$ cat config.mk
export PLATFORM = sky130hd
export DESIGN_NAME = seqcfg_top
export DESIGN_NICKNAME = d
export VERILOG_FILES = /design/src/hw/seqcfg_top.v /design/src/hw/seqcfg_step_decode.v
export VERILOG_INCLUDE_DIRS = /design/src /design/src/hw
export SDC_FILE = /design/constraint.sdc
export NUM_CORES = 1
export LEC_CHECK = 0
export BUFFER_PORTS_ARGS = -buffer_cell sky130_fd_sc_hd__buf_2
export CAP_MARGIN = 20
export CELL_PAD_IN_SITES_DETAIL_PLACEMENT = 1
export CELL_PAD_IN_SITES_GLOBAL_PLACEMENT = 2
export CORE_ASPECT_RATIO = 0.5
export CORE_UTILIZATION = 33
export DETAILED_ROUTE_END_ITERATION = 6
export PLACE_DENSITY = 0.93
export SLEW_MARGIN = 20
export SYNTH_ARGS = -nofsm -noshare
export SYNTH_HDL_FRONTEND = slang
export SYNTH_SLANG_ARGS = --single-unit
$ cat constraint.sdc
create_clock -name aclk -period 6.6 [get_ports aclk]
set_clock_uncertainty 0.1 [all_clocks]
set_input_delay 0.99 -clock aclk [delete_from_list [all_inputs] [get_ports aclk]]
set_output_delay 0.99 -clock aclk [all_outputs]
set_load 0.02 [all_outputs]
$ cat src/hw/seqcfg_defines.vh
// register offsets, field positions, reset values and timing for the step configuration block
`ifndef SEQCFG_DEFINES_VH
`define SEQCFG_DEFINES_VH
`define SEQCFG_STEP9_IDX       8'hD9
`define SEQCFG_STEP10_IDX      8'hDA
`define SEQCFG_STEP9_ADDR      12'h364
`define SEQCFG_STEP10_ADDR     12'h368
`define SEQCFG_SEQ_CTRL_ADDR   12'h400
`define SEQCFG_SEQ_STAT_ADDR   12'h404
`define SEQCFG_STEP9_RST       16'h0009
`define SEQCFG_STEP10_RST      16'h000A
`define SEQCFG_EN_BIT          15
`define SEQCFG_GAIN_HI         14
`define SEQCFG_GAIN_LO         13
`define SEQCFG_NEG_BIT         4
`define SEQCFG_POS_HI          3
`define SEQCFG_POS_LO          0
`define SEQCFG_WR_MASK         16'hE01F
`define SEQCFG_GAIN_X1         2'h0
`define SEQCFG_GAIN_X2         2'h1
`define SEQCFG_GAIN_X4         2'h2
`define SEQCFG_NEG_GND         3'h0
`define SEQCFG_NEG_IN7         3'h1
`define SEQCFG_NEG_AUTO        3'h2
`define SEQCFG_CONV_NS         1000
`define SEQCFG_CLK_MHZ         25
`define SEQCFG_CONV_CYC        ((`SEQCFG_CONV_NS * `SEQCFG_CLK_MHZ + 999) / 1000)
`endif

$ cat src/hw/seqcfg_top.v
// step nine configuration register with axi4-lite access and a two-step sequencer walk
// Behaviour
// - bit 15 set enables step nine; clear disables it.
// - bits 14:13 pick gain: 00b gives 1, 01b gives 2, 10b/11b give 4.
// - bit 4 picks negative input: zero ground b, one input seven b.
// - bits 3:0 codes 0000b-0111b pick external inputs zero to seven b.
// - 1000b temperature sensor, 1001b internal short; negative input automatic.
// - 1010b test dac, 1100b io rail/4, 1101b analog rail/4; negative automatic.
// - 1110b analog power/103, 1111b digital power/103; negative automatic.
// - automatic negative codes make the negative select bit ignored.
// - step nine register sits at index D9h and resets to 0009h.
`timescale 1ns/100ps
`default_nettype none
`include "seqcfg_defines.vh"
module seqcfg_top #(
	parameter CONV_CYC = `SEQCFG_CONV_CYC
) (
	input  wire        aclk,
	input  wire        aresetn,
	input  wire [11:0] s_axi_awaddr,
	input  wire        s_axi_awvalid,
	output reg         s_axi_awready,
	input  wire [31:0] s_axi_wdata,
	input  wire [3:0]  s_axi_wstrb,
	input  wire        s_axi_wvalid,
	output reg         s_axi_wready,
	output reg  [1:0]  s_axi_bresp,
	output reg         s_axi_bvalid,
	input  wire        s_axi_bready,
	input  wire [11:0] s_axi_araddr,
	input  wire        s_axi_arvalid,
	output reg         s_axi_arready,
	output reg  [31:0] s_axi_rdata,
	output reg  [1:0]  s_axi_rresp,
	output reg         s_axi_rvalid,
	input  wire        s_axi_rready,
	output reg         conv_active,
	output reg         conv_step,
	output reg  [1:0]  conv_gain,
	output reg  [3:0]  conv_pos,
	output reg  [2:0]  conv_neg
);
	localparam ST_IDLE = 2'h0;
	localparam ST_PICK = 2'h1;
	localparam ST_CONV = 2'h2;
	localparam [1:0] RESP_OKAY = 2'h0;
	localparam [1:0] RESP_SLVERR = 2'h2;

	reg  [15:0] step9_ff;
	reg  [15:0] step10_ff;
	reg         run_ff;
	reg         cont_ff;
	reg  [1:0]  state_ff;
	reg  [1:0]  nxt_state;
	reg         cur_ff;
	reg         nxt_cur;
	reg         tried_ff;
	reg         nxt_tried;
	reg  [15:0] cnt_ff;
	reg  [15:0] nxt_cnt;
	reg  [11:0] aw_addr_ff;
	reg         aw_got_ff;
	reg  [31:0] w_data_ff;
	reg  [3:0]  w_strb_ff;
	reg         w_got_ff;
	reg  [7:0]  done_cnt_ff;

	wire        s9_en;
	wire [1:0]  s9_gain;
	wire [3:0]  s9_pos;
	wire [2:0]  s9_neg;
	wire        s10_en;
	wire [1:0]  s10_gain;
	wire [3:0]  s10_pos;
	wire [2:0]  s10_neg;

	seqcfg_step_decode u_dec9 (
		.cfg_word (step9_ff),
		.step_en  (s9_en),
		.gain_sel (s9_gain),
		.pos_sel  (s9_pos),
		.neg_sel  (s9_neg)
	);

	seqcfg_step_decode u_dec10 (
		.cfg_word (step10_ff),
		.step_en  (s10_en),
		.gain_sel (s10_gain),
		.pos_sel  (s10_pos),
		.neg_sel  (s10_neg)
	);

	// byte-lane merge of a write into a 16-bit register, reserved bits held at zero
	function [15:0] merge16;
		input [15:0] old;
		input [31:0] data;
		input [3:0]  strb;
		reg   [15:0] tmp;
		begin
			tmp = old;
			if (strb[0]) begin
				tmp[7:0] = data[7:0];
			end
			if (strb[1]) begin
				tmp[15:8] = data[15:8];
			end
			merge16 = tmp & `SEQCFG_WR_MASK;
		end
	endfunction

	function addr_known;
		input [11:0] a;
		begin
			addr_known = (a == `SEQCFG_STEP9_ADDR) || (a == `SEQCFG_STEP10_ADDR) ||
				(a == `SEQCFG_SEQ_CTRL_ADDR) || (a == `SEQCFG_SEQ_STAT_ADDR);
		end
	endfunction

	wire do_write = aw_got_ff && w_got_ff && !s_axi_bvalid;
	wire [11:0] wa = {aw_addr_ff[11:2], 2'b00};
	wire [11:0] ra = {s_axi_araddr[11:2], 2'b00};
	wire start_pulse = do_write && (wa == `SEQCFG_SEQ_CTRL_ADDR) && w_strb_ff[0] &&
		w_data_ff[0];

	// write channel: address and data taken in either order, response after both
	always @(posedge aclk) begin
		if (!aresetn) begin
			s_axi_awready <= 1'b1;
			s_axi_wready  <= 1'b1;
			s_axi_bvalid  <= 1'b0;
			s_axi_bresp   <= RESP_OKAY;
			aw_got_ff     <= 1'b0;
			w_got_ff      <= 1'b0;
			aw_addr_ff    <= 12'h000;
			w_data_ff     <= 32'h00000000;
			w_strb_ff     <= 4'h0;
			step9_ff      <= `SEQCFG_STEP9_RST;
			step10_ff     <= `SEQCFG_STEP10_RST;
			cont_ff       <= 1'b0;
		end else begin
			if (s_axi_awvalid && s_axi_awready) begin
				aw_addr_ff    <= s_axi_awaddr;
				aw_got_ff     <= 1'b1;
				s_axi_awready <= 1'b0;
			end
			if (s_axi_wvalid && s_axi_wready) begin
				w_data_ff    <= s_axi_wdata;
				w_strb_ff    <= s_axi_wstrb;
				w_got_ff     <= 1'b1;
				s_axi_wready <= 1'b0;
			end
			if (do_write) begin
				aw_got_ff    <= 1'b0;
				w_got_ff     <= 1'b0;
				s_axi_bvalid <= 1'b1;
				s_axi_bresp  <= addr_known(wa) ? RESP_OKAY : RESP_SLVERR;
				if (wa == `SEQCFG_STEP9_ADDR) begin
					step9_ff <= merge16(step9_ff, w_data_ff, w_strb_ff);
				end
				if (wa == `SEQCFG_STEP10_ADDR) begin
					step10_ff <= merge16(step10_ff, w_data_ff, w_strb_ff);
				end
				if ((wa == `SEQCFG_SEQ_CTRL_ADDR) && w_strb_ff[0]) begin
					cont_ff <= w_data_ff[1];
				end
			end
			if (s_axi_bvalid && s_axi_bready) begin
				s_axi_bvalid  <= 1'b0;
				s_axi_awready <= 1'b1;
				s_axi_wready  <= 1'b1;
			end
		end
	end

	// read channel: one outstanding read, answered the cycle after it is taken
	always @(posedge aclk) begin
		if (!aresetn) begin
			s_axi_arready <= 1'b1;
			s_axi_rvalid  <= 1'b0;
			s_axi_rdata   <= 32'h00000000;
			s_axi_rresp   <= RESP_OKAY;
		end else if (s_axi_arvalid && s_axi_arready) begin
			s_axi_arready <= 1'b0;
			s_axi_rvalid  <= 1'b1;
			s_axi_rresp   <= addr_known(ra) ? RESP_OKAY : RESP_SLVERR;
			case (ra)
				`SEQCFG_STEP9_ADDR: s_axi_rdata <= {16'h0000, step9_ff};
				`SEQCFG_STEP10_ADDR: s_axi_rdata <= {16'h0000, step10_ff};
				`SEQCFG_SEQ_CTRL_ADDR: s_axi_rdata <= {30'h00000000, cont_ff, 1'b0};
				`SEQCFG_SEQ_STAT_ADDR: s_axi_rdata <= {16'h0000, done_cnt_ff,
					3'h0, conv_step, conv_active, state_ff, run_ff};
				default: s_axi_rdata <= 32'h00000000;
			endcase
		end else if (s_axi_rvalid && s_axi_rready) begin
			s_axi_rvalid  <= 1'b0;
			s_axi_arready <= 1'b1;
		end
	end

	// sequencer walk over steps nine and ten, skipping disabled steps
	always @* begin
		nxt_state = state_ff;
		nxt_cur   = cur_ff;
		nxt_tried = tried_ff;
		nxt_cnt   = cnt_ff;
		case (state_ff)
			ST_IDLE: begin
				if (start_pulse) begin
					nxt_state = ST_PICK;
					nxt_cur   = 1'b0;
					nxt_tried = 1'b0;
				end
			end
			ST_PICK: begin
				if ((cur_ff ? s10_en : s9_en)) begin
					nxt_state = ST_CONV;
					nxt_cnt   = CONV_CYC[15:0];
				end else if (tried_ff && !cur_ff) begin
					nxt_state = ST_IDLE;
				end else begin
					nxt_cur   = ~cur_ff;
					nxt_tried = cur_ff ? 1'b1 : tried_ff;
					if (cur_ff && !cont_ff) begin
						nxt_state = ST_IDLE;
					end
				end
			end
			ST_CONV: begin
				if (cnt_ff == 16'h0001) begin
					nxt_cur   = ~cur_ff;
					nxt_tried = 1'b0;
					nxt_state = (cur_ff && !cont_ff) ? ST_IDLE : ST_PICK;
				end else begin
					nxt_cnt = cnt_ff - 16'h0001;
				end
			end
			default: nxt_state = ST_IDLE;
		endcase
	end

	always @(posedge aclk) begin
		if (!aresetn) begin
			state_ff    <= ST_IDLE;
			cur_ff      <= 1'b0;
			tried_ff    <= 1'b0;
			cnt_ff      <= 16'h0000;
			run_ff      <= 1'b0;
			done_cnt_ff <= 8'h00;
			conv_active <= 1'b0;
			conv_step   <= 1'b0;
			conv_gain   <= `SEQCFG_GAIN_X1;
			conv_pos    <= 4'h0;
			conv_neg    <= `SEQCFG_NEG_GND;
		end else begin
			state_ff    <= nxt_state;
			cur_ff      <= nxt_cur;
			tried_ff    <= nxt_tried;
			cnt_ff      <= nxt_cnt;
			run_ff      <= (nxt_state != ST_IDLE);
			conv_active <= (nxt_state == ST_CONV);
			if ((state_ff == ST_CONV) && (cnt_ff == 16'h0001)) begin
				done_cnt_ff <= done_cnt_ff + 8'h01;
			end
			if ((state_ff == ST_PICK) && (nxt_state == ST_CONV)) begin
				// latch the step's own selections for the whole conversion
				conv_step <= cur_ff;
				conv_gain <= cur_ff ? s10_gain : s9_gain;
				conv_pos  <= cur_ff ? s10_pos : s9_pos;
				conv_neg  <= cur_ff ? s10_neg : s9_neg;
			end
		end
	end
endmodule // seqcfg_top
`default_nettype wire

$ cat src/hw/seqcfg_step_decode.v
// decoder from one step configuration word to the converter selections it implies
`timescale 1ns/100ps
`default_nettype none
`include "seqcfg_defines.vh"
module seqcfg_step_decode (
	input  wire [15:0] cfg_word,
	output reg         step_en,
	output reg  [1:0]  gain_sel,
	output reg  [3:0]  pos_sel,
	output reg  [2:0]  neg_sel
);
	always @* begin
		step_en = cfg_word[`SEQCFG_EN_BIT];
		case (cfg_word[`SEQCFG_GAIN_HI:`SEQCFG_GAIN_LO])
			2'h0: gain_sel = `SEQCFG_GAIN_X1;
			2'h1: gain_sel = `SEQCFG_GAIN_X2;
			default: gain_sel = `SEQCFG_GAIN_X4;
		endcase
		pos_sel = cfg_word[`SEQCFG_POS_HI:`SEQCFG_POS_LO];
		// codes 1000b and above route the negative input internally
		if (pos_sel[3]) begin
			neg_sel = `SEQCFG_NEG_AUTO;
		end else if (cfg_word[`SEQCFG_NEG_BIT]) begin
			neg_sel = `SEQCFG_NEG_IN7;
		end else begin
			neg_sel = `SEQCFG_NEG_GND;
		end
	end
endmodule // seqcfg_step_decode
`default_nettype wire

### Word level (Yosys, flattened, before mapping)

Index checks and enable logic that the tools add are counted.

| word-level totals | value |
|---|---|
| register bits after elaboration | 130 |
| latch bits | 0 |
| bits in writable memories | 0 |
| ROM bits | 0 |
| input bits | 67 |
| output and inout port bits | 52 |
| memories kept | 0 |

| operators by class | value |
|---|---|
| add/subtract/negate cells | 2 |
| multiply operators | 0 |
| divide/modulo/power cells | 0 |
| order comparisons | 0 |
| equality and inequality tests | 21 |
| shift operators | 0 |
| mux-type cells | 37 |
| bitwise logic cells | 2 |
| reduce and logical (&&, ||, !) cells | 41 |

Operators with widths:

| cell | count |
|---|---|
| $pmux W16 S4 | 1 |
| $eq A10 B8 Y1 const B | 4 |
| $eq A10 B9 Y1 const B | 4 |
| $mux W16 | 2 |
| $pmux W16 S2 | 1 |
| $eq A16 B1 Y1 const B | 1 |
| $mux W1 | 16 |
| $mux W2 | 8 |
| $sub A16 B1 Y16 const B | 1 |
| $logic_and A1 B1 Y1 | 15 |
| $reduce_and A3 Y1 | 5 |
| $ne A2 B2 Y1 const B | 7 |
| $mux W3 | 3 |
| $add A8 B1 Y8 const B | 1 |
| $pmux W2 S2 | 2 |
| $eq A2 B1 Y1 const B | 3 |
| $logic_not A2 Y1 | 3 |
| $logic_or A1 B1 Y1 | 6 |
| $pmux W1 S3 | 2 |
| $pmux W2 S3 | 1 |
| $reduce_and A6 Y1 | 1 |
| $reduce_bool A2 Y1 | 3 |
| $reduce_and A5 Y1 | 1 |
| $eq A2 B2 Y1 const B | 2 |
| 6 further kinds | 10 |

### Depth between registers and ports, before layout

| depth | value |
|---|---|
| word-level depth | 9 |
| gate-level depth with buffers | 10 |
| gate-level depth less buffers | 8 |

### Modules after synthesis

From an unflattened synthesis, not the netlist that was laid out.

| unflattened totals | value |
|---|---|
| cell total of the unflattened synthesis | 542 |
| area, all modules | 4817.1 um2 |

By module, submodules not included:

| module | times used | cells an instance | area each (um2) | seq. area each (um2) |
|---|---|---|---|---|
| seqcfg_top | 1 | 520 | 4657.0 | 1981.9 |
| seqcfg_step_decode | 2 | 11 | 80.1 | 0.0 |

### Least setup slack after synthesis

Ideal clock, no wire load.

| path | value |
|---|---|
| path type | input-to-reg |
| start point | in s_axi_araddr[11] |
| end point | reg s_axi_rdata[0] |
| arrival | 2.359 ns |
| data required time | 6.441 ns |
| path slack | 4.081 ns |
| cell stages on the path | 6 |
| cell sequence | nor3_1 -> nand3_1 -> nor3_1 -> o31ai_1 -> o21ai_0 -> and2_1 |

| on the way | value |
|---|---|
| longest elaborated chain between the ends | 2 |
| elaborated cells between the ends (all ways) | 5 |
| classes of those cells | eq/ne: 4; mux: 1 |

RTL lines:

| what | RTL line | text |
|---|---|---|
| start, declared | seqcfg_top.v:30 | `input wire [11:0] s_axi_araddr,` |
| $eq A10 B9 Y1 or $eq A10 B8 Y1 (tied branches) | seqcfg_top.v:186 | `case (ra)` |
| $pmux W16 S4 * | seqcfg_top.v:186 |  |
| end signal, assigned | seqcfg_top.v:187 | `` `SEQCFG_STEP9_ADDR: s_axi_rdata <= {16'h0000, step9_ff}; `` |
| end signal, assigned | seqcfg_top.v:188 | `` `SEQCFG_STEP10_ADDR: s_axi_rdata <= {16'h0000, step10_ff}; `` |
| end signal, assigned | seqcfg_top.v:189 | `` `SEQCFG_SEQ_CTRL_ADDR: s_axi_rdata <= {30'h00000000, cont_ff, 1'b0}; `` |
| end, declared | seqcfg_top.v:33 | `output reg [31:0] s_axi_rdata,` |

Every way passes the cells marked *; elsewhere a longest branch is shown, timed or not.
A chain may end at the register's enable or synchronous reset.

### Final worst setup path

| path | value |
|---|---|
| start point | in s_axi_araddr[11] |
| end point | reg s_axi_rdata[13] |

Same word-level chain as after synthesis.

==> results.yml <==
outcome:
  outcome: "finished clean"
sta:
  setup_tns_ns: 0
  finalMaxSlewViolations: 0
  min_period_ns: 2.81
  maxSlewHeadroom_pct: 38.0
  worstMarginPinSlew_ns: 0.923
  fmax_ghz: 0.356
  setup_viol: 0
  rsz0062_at_grt: "false"
  holdWs_ns: 0.352
  hold_viol_final: 0
  finalCritPeriodShare_pct: 42.5
hold_path:
  hp-start: "s_axi_rdata[8]$_SDFFE_PN0P_"
  hold_class: "reg2reg"
clocking:
  hold_buffers: 0
  cts_tree: "built"
  clock_path_buffers: 2
  ctsRootBufferMaster: "clkbuf_16"
  clk-insertion-delay-late_ns: 0.35
  cts.sinks: 97
  clk_pin_slew_worst_paths_ns: 0.08
  cts_buffers: 9
  htree_levels: 3
  cts_resized: 0
  cts_setup_buffers: 0
grt:
  overflow: 0
  grt_pass1_vias: 3776
  grt_max_degree: 43
  antenna_found_initial: 0
  grt_pass1_wl_mm: 18.8
  track_usage_pct: 16.6
yosys:
  avgSynthCellArea_um2: 8.60
  synth-async-reset-ratio_pct: 0
  yosys.area.top_type: "dfxtp_1"
  synth_top_area_share_pct: 42.9
  synth_cells: 526
  synthFlopType: "dfxtp_1"
  synthTopCellsByArea: "dfxtp_1, nand2_1, a21oi_1, mux2i_1, buf_4"
  synth_edf_count: 0
  synth_seq_cells: 97
  synth_cell_types: 53
  syn_area_um2: 4520
  ys_seq_area_share_pct: 42.9
  yosys_warnings: 0
finish:
  n_antenna_cell: 0
  nets: 654
  area_delta_synth_final_pct: 14.6
  most-common-layout-cells: "nand2_1, dfxtp_1, buf_2"
  final_layout_size_suffix_gt1_share_pct: 17.8
  nFillCells: 1559
worst_setup_path:
  slowest_delay_ns: 0.75
  path_delay_family: "simple AND/OR/NAND/NOR gates"
  reg2reg_from: "state_ff[1]$_SDFF_PN0_"
  crit_arrival_ns: 3.00
  crit_type: "in2reg"
  cp_slowest_cell: "nor3_1"
  path_max_fanout: 9
  cp_common_cell: "nor3_1"
  startpoint: "s_axi_araddr[11]"
  cp-end-kind: "flip-flop"
  cp.buffers_inverters: 1
  critical_path.cell_chain: "buf_2 -> nor3_1 -> nand3_1 -> nor3_1 -> o31ai_1 -> o21ai_0 -> and2_1"
  worstPathRequired_ns: 6.80
  start_kind: "input port"
floorplan:
  die_w_um: 168
  core_area_um2: 13000
  dieArea_um2: 14200
  initial_utilization_pct: 34.7
  die_h_um: 84.8
  rows: 29
  ios: 119
route:
  num_vias: 3762
  wirelength_mm: 11.2
  drc: 0
  first_pass_iters: 5
  routed_via_density: 4.98
  final_antenna_net_count: 0
  wl_per_cell_um: 14.8
  drt_iter0_drc: 180
pwr:
  leakage_nw: 2.10
  irDropWorstVdd_uv: 112
  power_density_nw_per_um2: 231
place:
  numPortBuffers: 66
  gp_congestion: 0.783
  hpwl_mm: 8.03
run:
  drv_cap: 0
-- stage by stage --
step	utilization, %	setup slack (ns)	cell area, µm²	total power [W]	instances
3_5_place_dp	37.5	3.36	4880	0.000691	739
3_3_place_gp	37.5	3.45	4880	0.000689	739
6_report	39.8	3.79	5180	0.00120	755
5_1_grt	39.8	3.62	5180	0.00124	755
2_1_floorplan	-	4.08	4600	0.000673	547
4_1_cts	39.7	3.53	5180	0.00122	755
-- sequential cells by signal (all words and copies together) (netlist names), 2 cells and up --
signal and flops:
s_axi_rdata 13, conv_pos 4, w_data_ff 8, step10_ff 8, aw_addr_ff 10, step9_ff 8
conv_gain 2, cnt_ff 16, w_strb_ff 2, done_cnt_ff 8, state_ff 2
-- power breakdown --
group / internal (W) / switching [W] / total (W)
clock network: 0.000266 / 0.000254 / 0.000521
registers: 0.000596 / 0.00000926 / 0.000605
logic: 0.0000211 / 0.0000497 / 0.0000708
total: 0.000883 / 0.000313 / 0.00120
-- worst min-delay path, cell delays in order, from the launching register on --
cell	delay, ns
dfxtp_1	0.31
nand2_1	0.05
a21oi_1	0.05
-- worst paths after layout --
kind | end | slack (ns) | cells past startpoint
min | s_axi_rdata[8]$_SDFFE_PN0P_ | 0.35 | 2
max | s_axi_rdata[13]$_SDFFE_PN0P_ | 3.79 | 7
min reg2reg | s_axi_rdata[8]$_SDFFE_PN0P_ | 0.35 | 2
max reg2reg | conv_gain[0]$_SDFFE_PN0P_ | 3.86 | 8
-- logic make-up after synthesis --
kind of cell | synth area share [%]
AND/OR/NAND/NOR | 26.2
buffers and inverters | 7.11
adder cells (fa/ha/maj) | 1.94
XOR/XNOR | 3.87
AO/OA/AOI/OAI | 12.1
flip-flops | 42.9
other | 0.0829
multiplexers | 5.73
-- synth_stat cells, types with 2 or more instances --
cell and number:
and3b_1 3, nand3b_1 6, nand2b_1 8, ha_1 7
a211oi_1 4, buf_1 3, nor3b_1 2, xnor2_1 2
buf_4 23, nor4_1 4, nand4b_1 2, inv_1 13
buf_6 2, xor2_1 18, o21ai_0 15, nor3_1 8
and2_1 16, nand3_1 20, nand4_1 11, nor4_2 2
mux2i_1 18, a21oi_1 48, nor2_1 38, mux2_2 7
a2111oi_4 2, buf_2 2, nand2_1 97, a222oi_1 7
and3_1 3, dfxtp_1 97, or3_1 2, clkbuf_1 15
-- area by class of cell --
type                    instances  area, µm²  area share, %
multi-input cells             392       2350           45.3
inverters                      13       48.8          0.941
clock inverters                 7       71.3           1.38
repair buffers                 67        338           6.52
clock buffers                   9        225           4.34
flip-flops and latches         97       1940           37.5
well taps                     170        213           4.10
-- layer usage --
metal	global-route usage, %	wire length (µm)	vias to the layer above
met5	0	0	-
met4	5.09	140	0
met3	4.48	507	12
met2	27.1	5060	86
met1	21.6	5470	1794
li1	-	-	1870
No activity file was read; power rests on OpenSTA's default activity.
